<file path="config.mk">
export PLATFORM = sky130hd
export DESIGN_NAME = asc_axis
export DESIGN_NICKNAME = d
export VERILOG_FILES = /design/src/core/asc_pkg.sv /design/src/core/asc_sample_timer.sv /design/src/core/asc_phase_adv.sv /design/src/core/asc_axis.sv
export SDC_FILE = /design/constraint.sdc
export NUM_CORES = 1
export LEC_CHECK = 0
export BUFFER_PORTS_ARGS = -buffer_cell sky130_fd_sc_hd__buf_4
export CAP_MARGIN = 20
export CORE_MARGIN = 4
export CORE_UTILIZATION = 32
export CTS_BUF_LIST = sky130_fd_sc_hd__clkbuf_8
export DETAILED_ROUTE_END_ITERATION = 10
export SETUP_SLACK_MARGIN = 0.4
export SLEW_MARGIN = 5
export SYNTH_ARGS = -nofsm -noshare
export SYNTH_HDL_FRONTEND = slang
export SYNTH_SLANG_ARGS = --single-unit
</file>
<file path="constraint.sdc">
create_clock -name clk -period 14.6 [get_ports clk]
set_clock_uncertainty 0.2 [all_clocks]
set_input_delay 2.92 -clock clk [delete_from_list [all_inputs] [get_ports clk]]
set_output_delay 2.92 -clock clk [all_outputs]
set_load 0.1 [all_outputs]
</file>
<file path="src/core/asc_pkg.sv">
// Purpose: Shared constants for the axis status, sync and commutation block.
// Assumes: Avalon-MM word addressing, 32-bit data, 20 MHz clock.
// Notes: Every offset, field position and timing count lives here, with the reset values of config, mode, sample max, velocity timer and IRQ mask.

package asc_pkg;

    // ------------------------------------------------------------------
    // Register word addresses
    // ------------------------------------------------------------------
    localparam logic [3:0] ADDR_STATE = 4'h0;
    localparam logic [3:0] ADDR_CONFIG = 4'h1;
    localparam logic [3:0] ADDR_MODE = 4'h2;
    localparam logic [3:0] ADDR_COMMAND = 4'h3;
    localparam logic [3:0] ADDR_SAMPLE_MAX = 4'h4;
    localparam logic [3:0] ADDR_SAMPLE_TIMER = 4'h5;
    localparam logic [3:0] ADDR_VEL_TIMER = 4'h6;
    localparam logic [3:0] ADDR_DRIVE_REQ = 4'h7;
    localparam logic [3:0] ADDR_IRQ_STATUS = 4'h8;
    localparam logic [3:0] ADDR_IRQ_MASK = 4'h9;
    localparam logic [3:0] ADDR_PHASE_ADV = 4'ha;

    // ------------------------------------------------------------------
    // Field positions
    // ------------------------------------------------------------------
    localparam int ST_SIGN_REV = 0;
    localparam int ST_FOUR_PHASE = 1;
    localparam int ST_FULL_COUNT = 2;
    localparam int ST_ZERO = 3;
    localparam int ST_TRAP = 4;
    localparam int ST_INIT = 5;
    localparam int ST_STOP_N = 6;
    localparam int ST_LIMIT_N = 7;
    localparam int MODE_TRAP = 0;
    localparam int MODE_INIT = 1;
    localparam int MODE_UNIPOLAR = 2;
    localparam int CMD_SYNC = 0;
    localparam int CMD_CLEAR_HALT = 1;
    localparam int IRQ_STOP = 0;
    localparam int IRQ_LIMIT = 1;
    localparam int IRQ_TICK = 2;
    localparam int IRQ_W = 3;

    // ------------------------------------------------------------------
    // Reset values and limits
    // ------------------------------------------------------------------
    localparam logic [3:0] CONFIG_RST = 4'h0;
    localparam logic [2:0] MODE_RST = 3'h2;
    localparam logic [15:0] SAMPLE_MAX_RST = 16'h00f9;
    localparam logic [7:0] VEL_TIMER_RST = 8'h00;
    localparam logic [7:0] VEL_TIMER_MAX = 8'hff;
    localparam logic [IRQ_W-1:0] IRQ_MASK_RST = 3'h0;

    // ------------------------------------------------------------------
    // Timing
    // ------------------------------------------------------------------
    localparam int CLK_KHZ = 20000;
    localparam int SYNC_PULSE_NS = 100;
    localparam int SYNC_CYCLES = (SYNC_PULSE_NS * CLK_KHZ + 999999) / 1000000;

endpackage

</file>
<file path="src/core/asc_sample_timer.sv">
// Purpose: Axis sample timer, a down counter that reloads once per period.
// Assumes: Realign comes from logic on the same clock.
// Notes: Tick pulses for one cycle as the count reloads from zero, unless a realign comes at that edge.

`timescale 1ns/1ps

module asc_sample_timer #(
    parameter int W = 16
) (
    // Clock and reset
    input wire logic clk,
    input wire logic rst,
    // Control
    input wire logic [W-1:0] max_val,
    input wire logic realign,
    // Status
    output logic [W-1:0] count,
    output logic tick
);

    logic [W-1:0] next_count;
    logic next_tick;

    // Count down to zero, then reload; a realign restarts the period.
    always_comb
    begin
        next_tick = 1'b0;
        if (realign || count == '0)
        begin
            next_count = max_val;
            next_tick = ~realign && count == '0;
        end
        else
        begin
            next_count = count - 1'b1;
        end
    end

    // Register the counter.
    always_ff @(posedge clk)
    begin
        if (rst)
        begin
            count <= '0;
            tick <= 1'b0;
        end
        else
        begin
            count <= next_count;
            tick <= next_tick;
        end
    end
endmodule // asc_sample_timer

</file>
<file path="src/core/asc_phase_adv.sv">
// Purpose: Commutation phase advance from shaft speed and velocity timer.
// Assumes: Speed is an unsigned magnitude from encoder logic on this clock.
// Notes: Advance is the scaled product, registered, one cycle of latency.

`timescale 1ns/1ps

module asc_phase_adv (
    // Clock and reset
    input wire logic clk,
    input wire logic rst,
    // Inputs
    input wire logic [7:0] speed,
    input wire logic [7:0] vel_timer,
    // Result
    output logic [7:0] advance
);

    logic [15:0] product;
    logic [7:0] next_advance;

    // Advance grows with speed in proportion to the timer setting.
    always_comb
    begin
        product = speed * vel_timer;
        next_advance = product[15:8];
    end

    // Register the advance.
    always_ff @(posedge clk)
    begin
        if (rst)
            advance <= 8'h00;
        else
            advance <= next_advance;
    end
endmodule // asc_phase_adv

</file>
<file path="src/core/asc_axis.sv">
// Purpose: One axis: status word, board sync strobe, unipolar drive, velocity timer.
// Assumes: Avalon-MM slave with waitrequest; stop, limit and sync pins are asynchronous.
// Notes: Each access takes two cycles; reads of the status word have no effect.
//
// Register access over Avalon-MM and the address map were chosen for this implementation.

`timescale 1ns/1ps

module asc_axis (
    // Clock and reset
    input wire logic clk,
    input wire logic rst,
    // Avalon-MM slave
    input wire logic [3:0] avs_address,
    input wire logic avs_read,
    input wire logic avs_write,
    input wire logic [31:0] avs_writedata,
    input wire logic [3:0] avs_byteenable,
    output logic [31:0] avs_readdata,
    output logic avs_waitrequest,
    // Interrupt
    output logic irq,
    // Pins
    input wire logic stop_in,
    input wire logic limit_in,
    input wire logic sync_in_n,
    output logic sync_out_n,
    // Drive side
    input wire logic [7:0] shaft_speed,
    output logic [15:0] motor_cmd,
    output logic [7:0] phase_advance
);

    // ------------------------------------------------------------------
    // Types and state
    // ------------------------------------------------------------------
    typedef enum logic [1:0] {
        SYNC_IDLE = 2'b01,
        SYNC_STROBE = 2'b10
    } asc_sync_t;

    localparam logic [3:0] SYNC_LEN = 4'(asc_pkg::SYNC_CYCLES);

    asc_sync_t sync_state, next_sync_state;
    logic [3:0] sync_cnt, next_sync_cnt;
    logic next_sync_out_n;
    logic ack, next_ack;
    logic [31:0] next_readdata;
    logic [3:0] cfg, next_cfg;
    logic [2:0] mode, next_mode;
    logic [15:0] sample_max, next_sample_max;
    logic [7:0] vel_timer, next_vel_timer;
    logic [15:0] drive_req, next_drive_req;
    logic [15:0] next_motor_cmd;
    logic stop_hit, next_stop_hit;
    logic limit_hit, next_limit_hit;
    logic [asc_pkg::IRQ_W-1:0] irq_status, next_irq_status;
    logic [asc_pkg::IRQ_W-1:0] irq_mask, next_irq_mask;
    logic [2:0] pin_raw, pin_s1, pin_s2;
    logic sync_prev;
    logic [7:0] state_word;
    logic wr_en, rd_en, clear_cmd, sync_cmd, realign;
    logic [15:0] timer_count;
    logic timer_tick;

    // ------------------------------------------------------------------
    // Pin synchronisers
    // ------------------------------------------------------------------
    assign pin_raw = {sync_in_n, limit_in, stop_in};

    // Two flip-flops per pin before any logic reads it.
    generate
        for (genvar i = 0; i < 3; i++)
        begin : g_sync
            always_ff @(posedge clk)
            begin
                if (rst)
                begin
                    pin_s1[i] <= 1'(i == 2); // Idle levels: sync high, halts low.
                    pin_s2[i] <= 1'(i == 2);
                end
                else
                begin
                    pin_s1[i] <= pin_raw[i];
                    pin_s2[i] <= pin_s1[i];
                end
            end
        end
    endgenerate

    // ------------------------------------------------------------------
    // Submodules
    // ------------------------------------------------------------------
    // Falling strobe realigns only while the axis is initializing.
    assign realign = sync_prev && !pin_s2[2] && mode[asc_pkg::MODE_INIT];
    asc_sample_timer #(.W(16)) u_timer (
        .clk(clk),
        .rst(rst),
        .max_val(sample_max),
        .realign(realign),
        .count(timer_count),
        .tick(timer_tick)
    );
    asc_phase_adv u_adv (
        .clk(clk),
        .rst(rst),
        .speed(shaft_speed),
        .vel_timer(vel_timer),
        .advance(phase_advance)
    );

    // ------------------------------------------------------------------
    // Status word and bus decode
    // ------------------------------------------------------------------
    // Status bits assembled live from the axis state.
    always_comb
    begin
        state_word = 8'h00;
        state_word[asc_pkg::ST_SIGN_REV] = cfg[asc_pkg::ST_SIGN_REV];
        state_word[asc_pkg::ST_FOUR_PHASE] = cfg[asc_pkg::ST_FOUR_PHASE];
        state_word[asc_pkg::ST_FULL_COUNT] = cfg[asc_pkg::ST_FULL_COUNT];
        state_word[asc_pkg::ST_ZERO] = 1'b0;
        state_word[asc_pkg::ST_TRAP] = mode[asc_pkg::MODE_TRAP];
        state_word[asc_pkg::ST_INIT] = mode[asc_pkg::MODE_INIT];
        state_word[asc_pkg::ST_STOP_N] = ~stop_hit;
        state_word[asc_pkg::ST_LIMIT_N] = ~limit_hit;
    end

    assign avs_waitrequest = (avs_read || avs_write) && !ack;
    assign wr_en = avs_write && ack && avs_byteenable[0];
    assign rd_en = avs_read && ack;
    assign clear_cmd = wr_en && avs_address == asc_pkg::ADDR_COMMAND
        && avs_writedata[asc_pkg::CMD_CLEAR_HALT];
    assign sync_cmd = wr_en && avs_address == asc_pkg::ADDR_COMMAND
        && avs_writedata[asc_pkg::CMD_SYNC];
    assign irq = |(irq_status & irq_mask);

    // Read data is captured in the first cycle and presented in the second.
    always_comb
    begin
        case (avs_address)
            asc_pkg::ADDR_STATE: next_readdata = {24'h000000, state_word};
            asc_pkg::ADDR_CONFIG: next_readdata = {28'h0000000, 1'b0, cfg[2:0]};
            asc_pkg::ADDR_MODE: next_readdata = {29'h00000000, mode};
            asc_pkg::ADDR_SAMPLE_MAX: next_readdata = {16'h0000, sample_max};
            asc_pkg::ADDR_SAMPLE_TIMER: next_readdata = {16'h0000, timer_count};
            asc_pkg::ADDR_VEL_TIMER: next_readdata = {24'h000000, vel_timer};
            asc_pkg::ADDR_DRIVE_REQ: next_readdata = {16'h0000, drive_req};
            asc_pkg::ADDR_IRQ_STATUS: next_readdata = {29'h00000000, irq_status};
            asc_pkg::ADDR_IRQ_MASK: next_readdata = {29'h00000000, irq_mask};
            asc_pkg::ADDR_PHASE_ADV: next_readdata = {24'h000000, phase_advance};
            default: next_readdata = 32'h00000000;
        endcase
        if (!(avs_read && !ack))
            next_readdata = avs_readdata;
    end

    // ------------------------------------------------------------------
    // Register file next values
    // ------------------------------------------------------------------
    // Writes land at the edge where waitrequest is low.
    always_comb
    begin
        next_ack = (avs_read || avs_write) && !ack;
        next_cfg = cfg;
        next_mode = mode;
        next_sample_max = sample_max;
        next_vel_timer = vel_timer;
        next_drive_req = drive_req;
        next_irq_mask = irq_mask;
        if (wr_en)
        begin
            case (avs_address)
                asc_pkg::ADDR_CONFIG: next_cfg = avs_writedata[3:0];
                asc_pkg::ADDR_MODE: next_mode = avs_writedata[2:0];
                asc_pkg::ADDR_SAMPLE_MAX: next_sample_max = avs_writedata[15:0];
                asc_pkg::ADDR_VEL_TIMER:
                    next_vel_timer = (avs_writedata > 32'(asc_pkg::VEL_TIMER_MAX))
                        ? asc_pkg::VEL_TIMER_MAX : avs_writedata[7:0];
                asc_pkg::ADDR_DRIVE_REQ: next_drive_req = avs_writedata[15:0];
                asc_pkg::ADDR_IRQ_MASK: next_irq_mask = avs_writedata[asc_pkg::IRQ_W-1:0];
                default: next_cfg = cfg;
            endcase
        end
        // Halt latches set by pins and cleared only by the clear command.
        next_stop_hit = pin_s2[0] || (stop_hit && !clear_cmd);
        next_limit_hit = pin_s2[1] || (limit_hit && !clear_cmd);
        // Reading clears only the bits that were captured; new events win.
        next_irq_status = irq_status;
        if (rd_en && avs_address == asc_pkg::ADDR_IRQ_STATUS)
            next_irq_status = irq_status & ~avs_readdata[asc_pkg::IRQ_W-1:0];
        next_irq_status[asc_pkg::IRQ_STOP] = next_irq_status[asc_pkg::IRQ_STOP]
            | (pin_s2[0] && !stop_hit);
        next_irq_status[asc_pkg::IRQ_LIMIT] = next_irq_status[asc_pkg::IRQ_LIMIT]
            | (pin_s2[1] && !limit_hit);
        next_irq_status[asc_pkg::IRQ_TICK] = next_irq_status[asc_pkg::IRQ_TICK] | timer_tick;
    end

    // Drive command: clamp negatives in unipolar, else apply sign reversal.
    always_comb
    begin
        if (mode[asc_pkg::MODE_UNIPOLAR])
            next_motor_cmd = drive_req[15] ? 16'h0000 : drive_req;
        else if (cfg[asc_pkg::ST_SIGN_REV])
            next_motor_cmd = 16'(-drive_req);
        else
            next_motor_cmd = drive_req;
    end

    // Sync strobe sequencer: a request drives the shared line low.
    always_comb
    begin
        next_sync_state = sync_state;
        next_sync_cnt = sync_cnt;
        case (sync_state)
            SYNC_IDLE:
                if (sync_cmd)
                begin
                    next_sync_state = SYNC_STROBE;
                    next_sync_cnt = SYNC_LEN;
                end
            SYNC_STROBE:
                if (sync_cnt == 4'h1)
                    next_sync_state = SYNC_IDLE;
                else
                    next_sync_cnt = sync_cnt - 4'h1;
            default: next_sync_state = SYNC_IDLE;
        endcase
        next_sync_out_n = (next_sync_state != SYNC_STROBE);
    end

    // ------------------------------------------------------------------
    // Registers
    // ------------------------------------------------------------------
    // Register every group of state except the pin synchronisers, which have their own block above.
    always_ff @(posedge clk)
    begin
        if (rst)
        begin
            ack <= 1'b0;
            avs_readdata <= 32'h00000000;
            cfg <= asc_pkg::CONFIG_RST;
            mode <= asc_pkg::MODE_RST;
            sample_max <= asc_pkg::SAMPLE_MAX_RST;
            vel_timer <= asc_pkg::VEL_TIMER_RST;
            drive_req <= 16'h0000;
            motor_cmd <= 16'h0000;
            stop_hit <= 1'b0;
            limit_hit <= 1'b0;
            irq_status <= 3'h0;
            irq_mask <= asc_pkg::IRQ_MASK_RST;
            sync_state <= SYNC_IDLE;
            sync_cnt <= 4'h0;
            sync_out_n <= 1'b1;
            sync_prev <= 1'b1;
        end
        else
        begin
            ack <= next_ack;
            avs_readdata <= next_readdata;
            cfg <= next_cfg;
            mode <= next_mode;
            sample_max <= next_sample_max;
            vel_timer <= next_vel_timer;
            drive_req <= next_drive_req;
            motor_cmd <= next_motor_cmd;
            stop_hit <= next_stop_hit;
            limit_hit <= next_limit_hit;
            irq_status <= next_irq_status;
            irq_mask <= next_irq_mask;
            sync_state <= next_sync_state;
            sync_cnt <= next_sync_cnt;
            sync_out_n <= next_sync_out_n;
            sync_prev <= pin_s2[2];
        end
    end
endmodule // asc_axis

</file>
==> impl_metrics.tcl, run 1 <==
set metrics [dict create \
    tritoncts "yes" \
    layout-drive-gt1-share_pct 16.2 \
    critPathLaunchType "primary input" \
    nets 1147 \
    dp_hpwl_mm 16.3 \
    die_w_um 166 \
    power.internal_w 0.000637 \
    crit_required_ps 14740 \
    fin_area_um2 9250 \
    p_per_area_nw_per_um2 101 \
    wire_per_inst_um 16.2 \
    p_sw_share_pct 31.6 \
    synth_edf_count 0 \
    setup_tns_ps 0 \
    hp-start "pin_s1[2]" \
    hold_viol 0 \
    remaining_drc_errors 0 \
    synth_cell_type_count 68 \
    syn_area_um2 7950 \
    io_buffers 94 \
    place_area_um2 8820 \
    path_max_fanout 8 \
    use_met3_pct 2.93 \
    ir_worst_vdd_uv 50.8 \
    cts.path.max_buffers 2 \
    hp-class "flip-flop to flip-flop" \
    gp_congestion 0.881 \
    cts_root_buf "clkbuf_8" \
    avgSynthCellArea_um2 8.37 \
    power_frac_seq_pct 42.8 \
    worstPathArrival_ps 7120 \
    post_cts_resize_count 0 \
    rows 57 \
    synth_warnings 0 \
    antenna_cells 0 \
    ys_ff_latch 126 \
    path_clk_slew_ps 70 \
    grtUsageTotal_pct 16.0 \
    period_share_pct 47.8 \
    die_area_um2 27400 \
    dr.pass1.iters 7 \
    cts.sink_count 126 \
    cap_violations 0 \
    grt_util_met2_pct 24.3 \
    ff2ff_path_depth 13 \
    grt_pass1_vias 6568 \
    status "finished clean" \
    htree_levels 4 \
    power_leakage_nw 3.99 \
    timing.fmax_mhz 143 \
    fill_cells 2549 \
    via_count 6883 \
    cts_hold_buf 0 \
    startpoint "shaft_speed[2]" \
    antenna_found_initial 0 \
    slew_headroom_pct 37.9 \
    setup_violations 0 \
    grt_overflow_total 0 \
    worst_slack_ps 7620 \
    pre_cts_ws_ps 7160 \
    postCtsSetupBuffers 0 \
    path_class "primary input to flip-flop" \
    fin_crit_ps 6980 \
    min_delay_path_depth 1 \
    first_iter_violations 526 \
    grt_max_degree 69 \
    synthCells 950 \
    hold_slack_ps 212 \
    initial_core_util_pct 32.6 \
    clock_latency_ps 450 \
    die_h_um 166 \
    drt.antenna.violating_nets 0 \
    power_frac_clock_pct 35.1 \
    synthArstFlopShare_pct 0 \
    pwr-share-comb_pct 22.1 \
    core_area_um2 24400 \
    finalMaxSlewViolations 0 \
    grt_pass1_wl_mm 35.8 \
    syn_to_final_growth_pct 16.3 \
    use_met1_pct 23.3 \
    crit_path_end_kind "flip-flop" \
    yosys_most_used_dff "dfxtp_1" \
    p_switching_w 0.000295 \
    rsz0062_at_grt "false" \
    grt-busiest-layer "met2" \
    viasPerCell 5.09 \
    wl_mm 21.9 \
    yosysSeqAreaShare_pct 31.7 \
    worstReg2RegStart "vel_timer[6]" \
    ios 114 \
    tightest_slew_ps 928 \
    cts_buffers 17 \
]
## synth_stat cells (all sizes together), types with 9 or more instances
cell      n  share of area, %
fa       35               8.8
inv      60               2.8
a21oi    62               3.9
nor2     95               4.5
a22oi    15               1.4
clkbuf   40               1.9
nor3     15              0.94
buf      25               2.2
a211oi   23               3.1
nand2   135               6.4
mux2i    20               2.5
mux2     12               1.7
ha       40               6.3
and2     52               4.1
dfxtp   126                32
o31ai    11               1.0
nand3    16               1.0
xor2      9              0.99
o21ai    21               1.3
nor2b    15               1.2
nor4     13               1.0
## sequential cells by signal (all words and copies together), names as in the netlist, 2 cells and up
register and count:
pin_s2 3, vel_timer 8, pin_s1 3, motor_cmd 16, sample_max 16, u_timer.count 16
sync_cnt 4, avs_readdata 16, mode 3, cfg 3, u_adv.advance 8, drive_req 16
irq_mask 3, irq_status 3, sync_state 2
## layer usage
metal	vias up	share of wire, %
met5	-	0
met4	0	1.5
met3	20	5.6
met2	184	44
met1	3309	49
li1	3370	-
## final cells by class
type | instances | area [um2] | area share (%)
clock inverter | 9 | 134 | 1.45
multi-input combinational | 714 | 4940 | 53.4
timing repair buffer | 98 | 736 | 7.96
clock buffer | 21 | 289 | 3.13
inverter | 60 | 225 | 2.44
tap | 324 | 405 | 4.38
sequential | 126 | 2520 | 27.3
## cell families after synthesis
| kind of cell | after synthesis | share of synthesized area [%] |
|---|---|---|
| flip-flops | 126 | 31.7 |
| AO/OA/AOI/OAI | 184 | 16.3 |
| buffers and inverters | 125 | 6.88 |
| multiplexers | 33 | 4.50 |
| XOR/XNOR | 17 | 1.87 |
| AND/OR/NAND/NOR | 389 | 23.5 |
| adder cells (fa/ha/maj) | 75 | 15.1 |
| other | 1 | 0.0472 |
## power by group through the flow
stage / Combinational (W) / Sequential, W / Clock, W
floorplan: 0.000163 / 0.000404 / 0
global placement: 0.000201 / 0.000405 / 0
detailed placement: 0.000204 / 0.000406 / 0
CTS: 0.000205 / 0.000398 / 0.000332
global route: 0.000224 / 0.000402 / 0.000347
finish: 0.000205 / 0.000399 / 0.000327
## worst paths after layout
| kind | end | slack (ps) |
|---|---|---|
| worst min-delay path | pin_s2[2] | 210 |
| worst max-delay path | u_adv.advance[6] | 7620 |
| worst max register to register | u_adv.advance[6] | 9590 |
| worst min register to register | pin_s2[2] | 210 |
## cell usage in the layout (no fill, tap or decap), types with 21 or more instances in the layout
cell type and instances:
buf_4 98, and2_1 51, o21ai_0 21, inv_1 60, a21oi_1 62, nor2_1 95
dfxtp_1 126, clkbuf_8 21, nand2_1 135, fa_1 35, ha_1 40
## worst max-delay path, stage by stage
cell and delay (ps):
buf_4 140, and2_1 170, fa_1 500, fa_1 520, fa_1 550, inv_1 60
fa_1 530, inv_1 40, ha_1 360, and3_1 220, and4_1 230, and4_1 210
a211oi_1 280, mux2_2 370
## per-stage QoR
stage | utilization [%] | power [W] | cells
2_1_floorplan | - | 0.000567 | 965
3_3_place_gp | 36.1 | 0.000607 | 1321
3_5_place_dp | 36.1 | 0.000610 | 1321
4_1_cts | 37.9 | 0.000936 | 1351
5_1_grt | 37.9 | 0.000974 | 1352
6_report | 37.9 | 0.000931 | 1352
Note: power is estimated with default switching activity, not from simulation.
==> run 2, diff against run 1 <==
--- a/config.mk
+++ b/config.mk
@@ -5,6 +5,7 @@
 export SDC_FILE = /design/constraint.sdc
 export NUM_CORES = 1
 export LEC_CHECK = 0
+export ABC_AREA = 1
 export BUFFER_PORTS_ARGS = -buffer_cell sky130_fd_sc_hd__buf_4
 export CAP_MARGIN = 20
 export CORE_MARGIN = 4
==> constraint.sdc (replaced) <==
create_clock -name clk -period 5.7 [get_ports clk]
set_clock_uncertainty 0.2 [all_clocks]
set_input_delay 1.14 -clock clk [delete_from_list [all_inputs] [get_ports clk]]
set_output_delay 1.14 -clock clk [all_outputs]
set_load 0.1 [all_outputs]
==> impl_metrics.tcl, run 2 <==
set metrics [dict create \
    crit_path_top_delay_cell "fa_1" \
    rsz0062_at_grt "false" \
    grt_pass1_wl_mm 37.5 \
    dp_cells 1540 \
    synth_top_area_share_pct 31.1 \
    rows 57 \
    clock_latency_ps 440 \
    crit_required_ps 5830 \
    synth_area_leader_cell "dfxtp_1" \
    power_frac_clock_pct 34.6 \
    syn_area_um2 8100 \
    post_cts_resize_count 0 \
    grt_max_degree 74 \
    cts_hold_buf 0 \
    p_sw_share_pct 34.3 \
    htree_levels 4 \
    yosys_most_used_dff "dfxtp_1" \
    setup_tns_ps 0 \
    ios 114 \
    hold_slack_ps 207 \
    status "finished clean" \
    grtUsageTotal_pct 16.5 \
    hold_viol 0 \
    nets 1365 \
    fin_crit_ps 4710 \
    cts.sink_count 126 \
    cts_buffers 17 \
    core_area_um2 24600 \
    syn_to_final_growth_pct 15.6 \
    cp_cell_sequence "buf_4 > nand2_1 > inv_1 > fa_1 > fa_1 > fa_1 > inv_1 > fa_1 > inv_1 > ha_1 > a21o_1 > nor2_1 > nor2_1 > nor2_1 > nand3_1 > nand2_1 > nor2_1" \
    antenna_found_initial 0 \
    cts.path.max_buffers 2 \
    pwr-share-comb_pct 23.4 \
    path_class "primary input to flip-flop" \
    io_buffers 94 \
    crit_path_end_kind "flip-flop" \
    tightest_slew_ps 674 \
    ir_worst_vdd_uv 137 \
    stdcell_count 1571 \
    path_max_fanout 8 \
    cap_violations 0 \
    synth_warnings 0 \
    grt_pass1_vias 7234 \
    hp-class "flip-flop to flip-flop" \
    ys_ff_latch 126 \
    antenna_cells 0 \
    dp_hpwl_mm 18.0 \
    yosys-top-cells-count "267 x nand2_1, 201 x inv_1, 126 x dfxtp_1" \
    die_w_um 167 \
    synth_cell_type_count 42 \
    avgSynthCellArea_um2 6.99 \
    viasPerCell 4.77 \
    fin_area_um2 9370 \
    synthArstFlopShare_pct 0 \
    drt.antenna.violating_nets 0 \
    first_iter_violations 520 \
    critPathLaunchType "primary input" \
    fill_cells 2627 \
    place_area_um2 8950 \
    setup_violations 0 \
    cts_root_buf "clkbuf_8" \
    synthCells 1159 \
    wl_mm 23.1 \
    timing.fmax_mhz 212 \
    finalMaxSlewViolations 0 \
    slew_headroom_pct 55.1 \
    gp_congestion 0.896 \
    die_area_um2 27900 \
    yosysSeqAreaShare_pct 31.1 \
    grt_overflow_total 0 \
    remaining_drc_errors 0 \
    p_switching_w 0.000815 \
    synth_edf_count 0 \
    worstPathArrival_ps 4840 \
    power.internal_w 0.00156 \
    period_share_pct 82.6 \
    layout_commonest_cell "nand2_1" \
    die_h_um 167 \
    wire_per_inst_um 14.7 \
    yosysMostFrequentCell "nand2_1" \
    power_frac_seq_pct 42.0 \
    postCtsSetupBuffers 0 \
    via_count 7490 \
    initial_core_util_pct 32.9 \
    dr.pass1.iters 5 \
    tritoncts "yes" \
    cpPeakStageDelay_ps 560 \
    p_per_area_nw_per_um2 253 \
    synth.area.top_cells "dfxtp_1 31%, nand2_1 12%, inv_1 9.3%, fa_1 8.6%, ha_1 6.2%" \
    power_leakage_nw 4.85 \
    layout-drive-gt1-share_pct 12.8 \
    final_cell_mix "267 x nand2_1, 200 x inv_1, 126 x dfxtp_1" \
    path_clk_slew_ps 70 \
]
==> run 2: critical path: cells and delay by family <==
family          cells  cell delay [ps]
fa+ha+maj           5             2460
simple gates        7              710
buf+inv             4              310
compound gates      1              210
==> run 2: path summary, 6_finish.rpt <==
path | startpoint | to | slack (ps) | cells after the start
worst max-delay path | shaft_speed[2] | u_adv.advance[6] | 990 | 17
worst min-delay path | pin_s1[0] | pin_s2[0] | 210 | 2
worst max register to register | vel_timer[7] | u_adv.advance[6] | 1250 | 16
worst min register to register | pin_s1[0] | pin_s2[0] | 210 | 2
==> run 2: kinds of logic after synthesis <==
| family | after synthesis | share of synthesized area, % |
|---|---|---|
| AO/OA/AOI/OAI | 225 | 15.1 |
| XOR/XNOR | 15 | 1.62 |
| flip-flops | 126 | 31.1 |
| adder cells (fa/ha/maj) | 75 | 14.8 |
| buffers and inverters | 261 | 13.7 |
| AND/OR/NAND/NOR | 456 | 23.5 |
| other | 1 | 0.0463 |
==> run 2: power by group through the flow <==
stage / logic, W / clock network [W] / registers, W
final: 0.000556 / 0.000821 / 0.000996
after global routing: 0.000625 / 0.000870 / 0.00100
after CTS: 0.000554 / 0.000835 / 0.000995
after detailed placement: 0.000551 / 0 / 0.00101
after global placement: 0.000545 / 0 / 0.00101
after floorplan: 0.000424 / 0 / 0.00102
==> run 2: cell type report <==
class	count	area, um2	share of cell area, %
clock inverter	13	165	1.76
clock buffer	18	248	2.64
sequential	126	2520	26.9
inverter	206	776	8.28
multi-input combinational	787	4520	48.3
timing repair buffer	97	728	7.77
tap	324	405	4.33
==> run 2: layer usage <==
metal | up-vias | share of wire (%) | global-route usage [%]
li1 | 3760 | - | -
met2 | 198 | 46 | 26.6
met4 | 0 | 2.2 | 4.59
met1 | 3498 | 46 | 22.7
met3 | 34 | 5.6 | 2.95
met5 | - | 0 | 0
==> run 2: through the flow <==
stage,utilization [%],setup slack [ps],power (W)
2_1_floorplan,-,796,0.00144
5_1_grt,38.1,746,0.00250
3_5_place_dp,36.4,551,0.00157
3_3_place_gp,36.4,599,0.00156
4_1_cts,38.1,1010,0.00238
6_report,38.1,992,0.00237
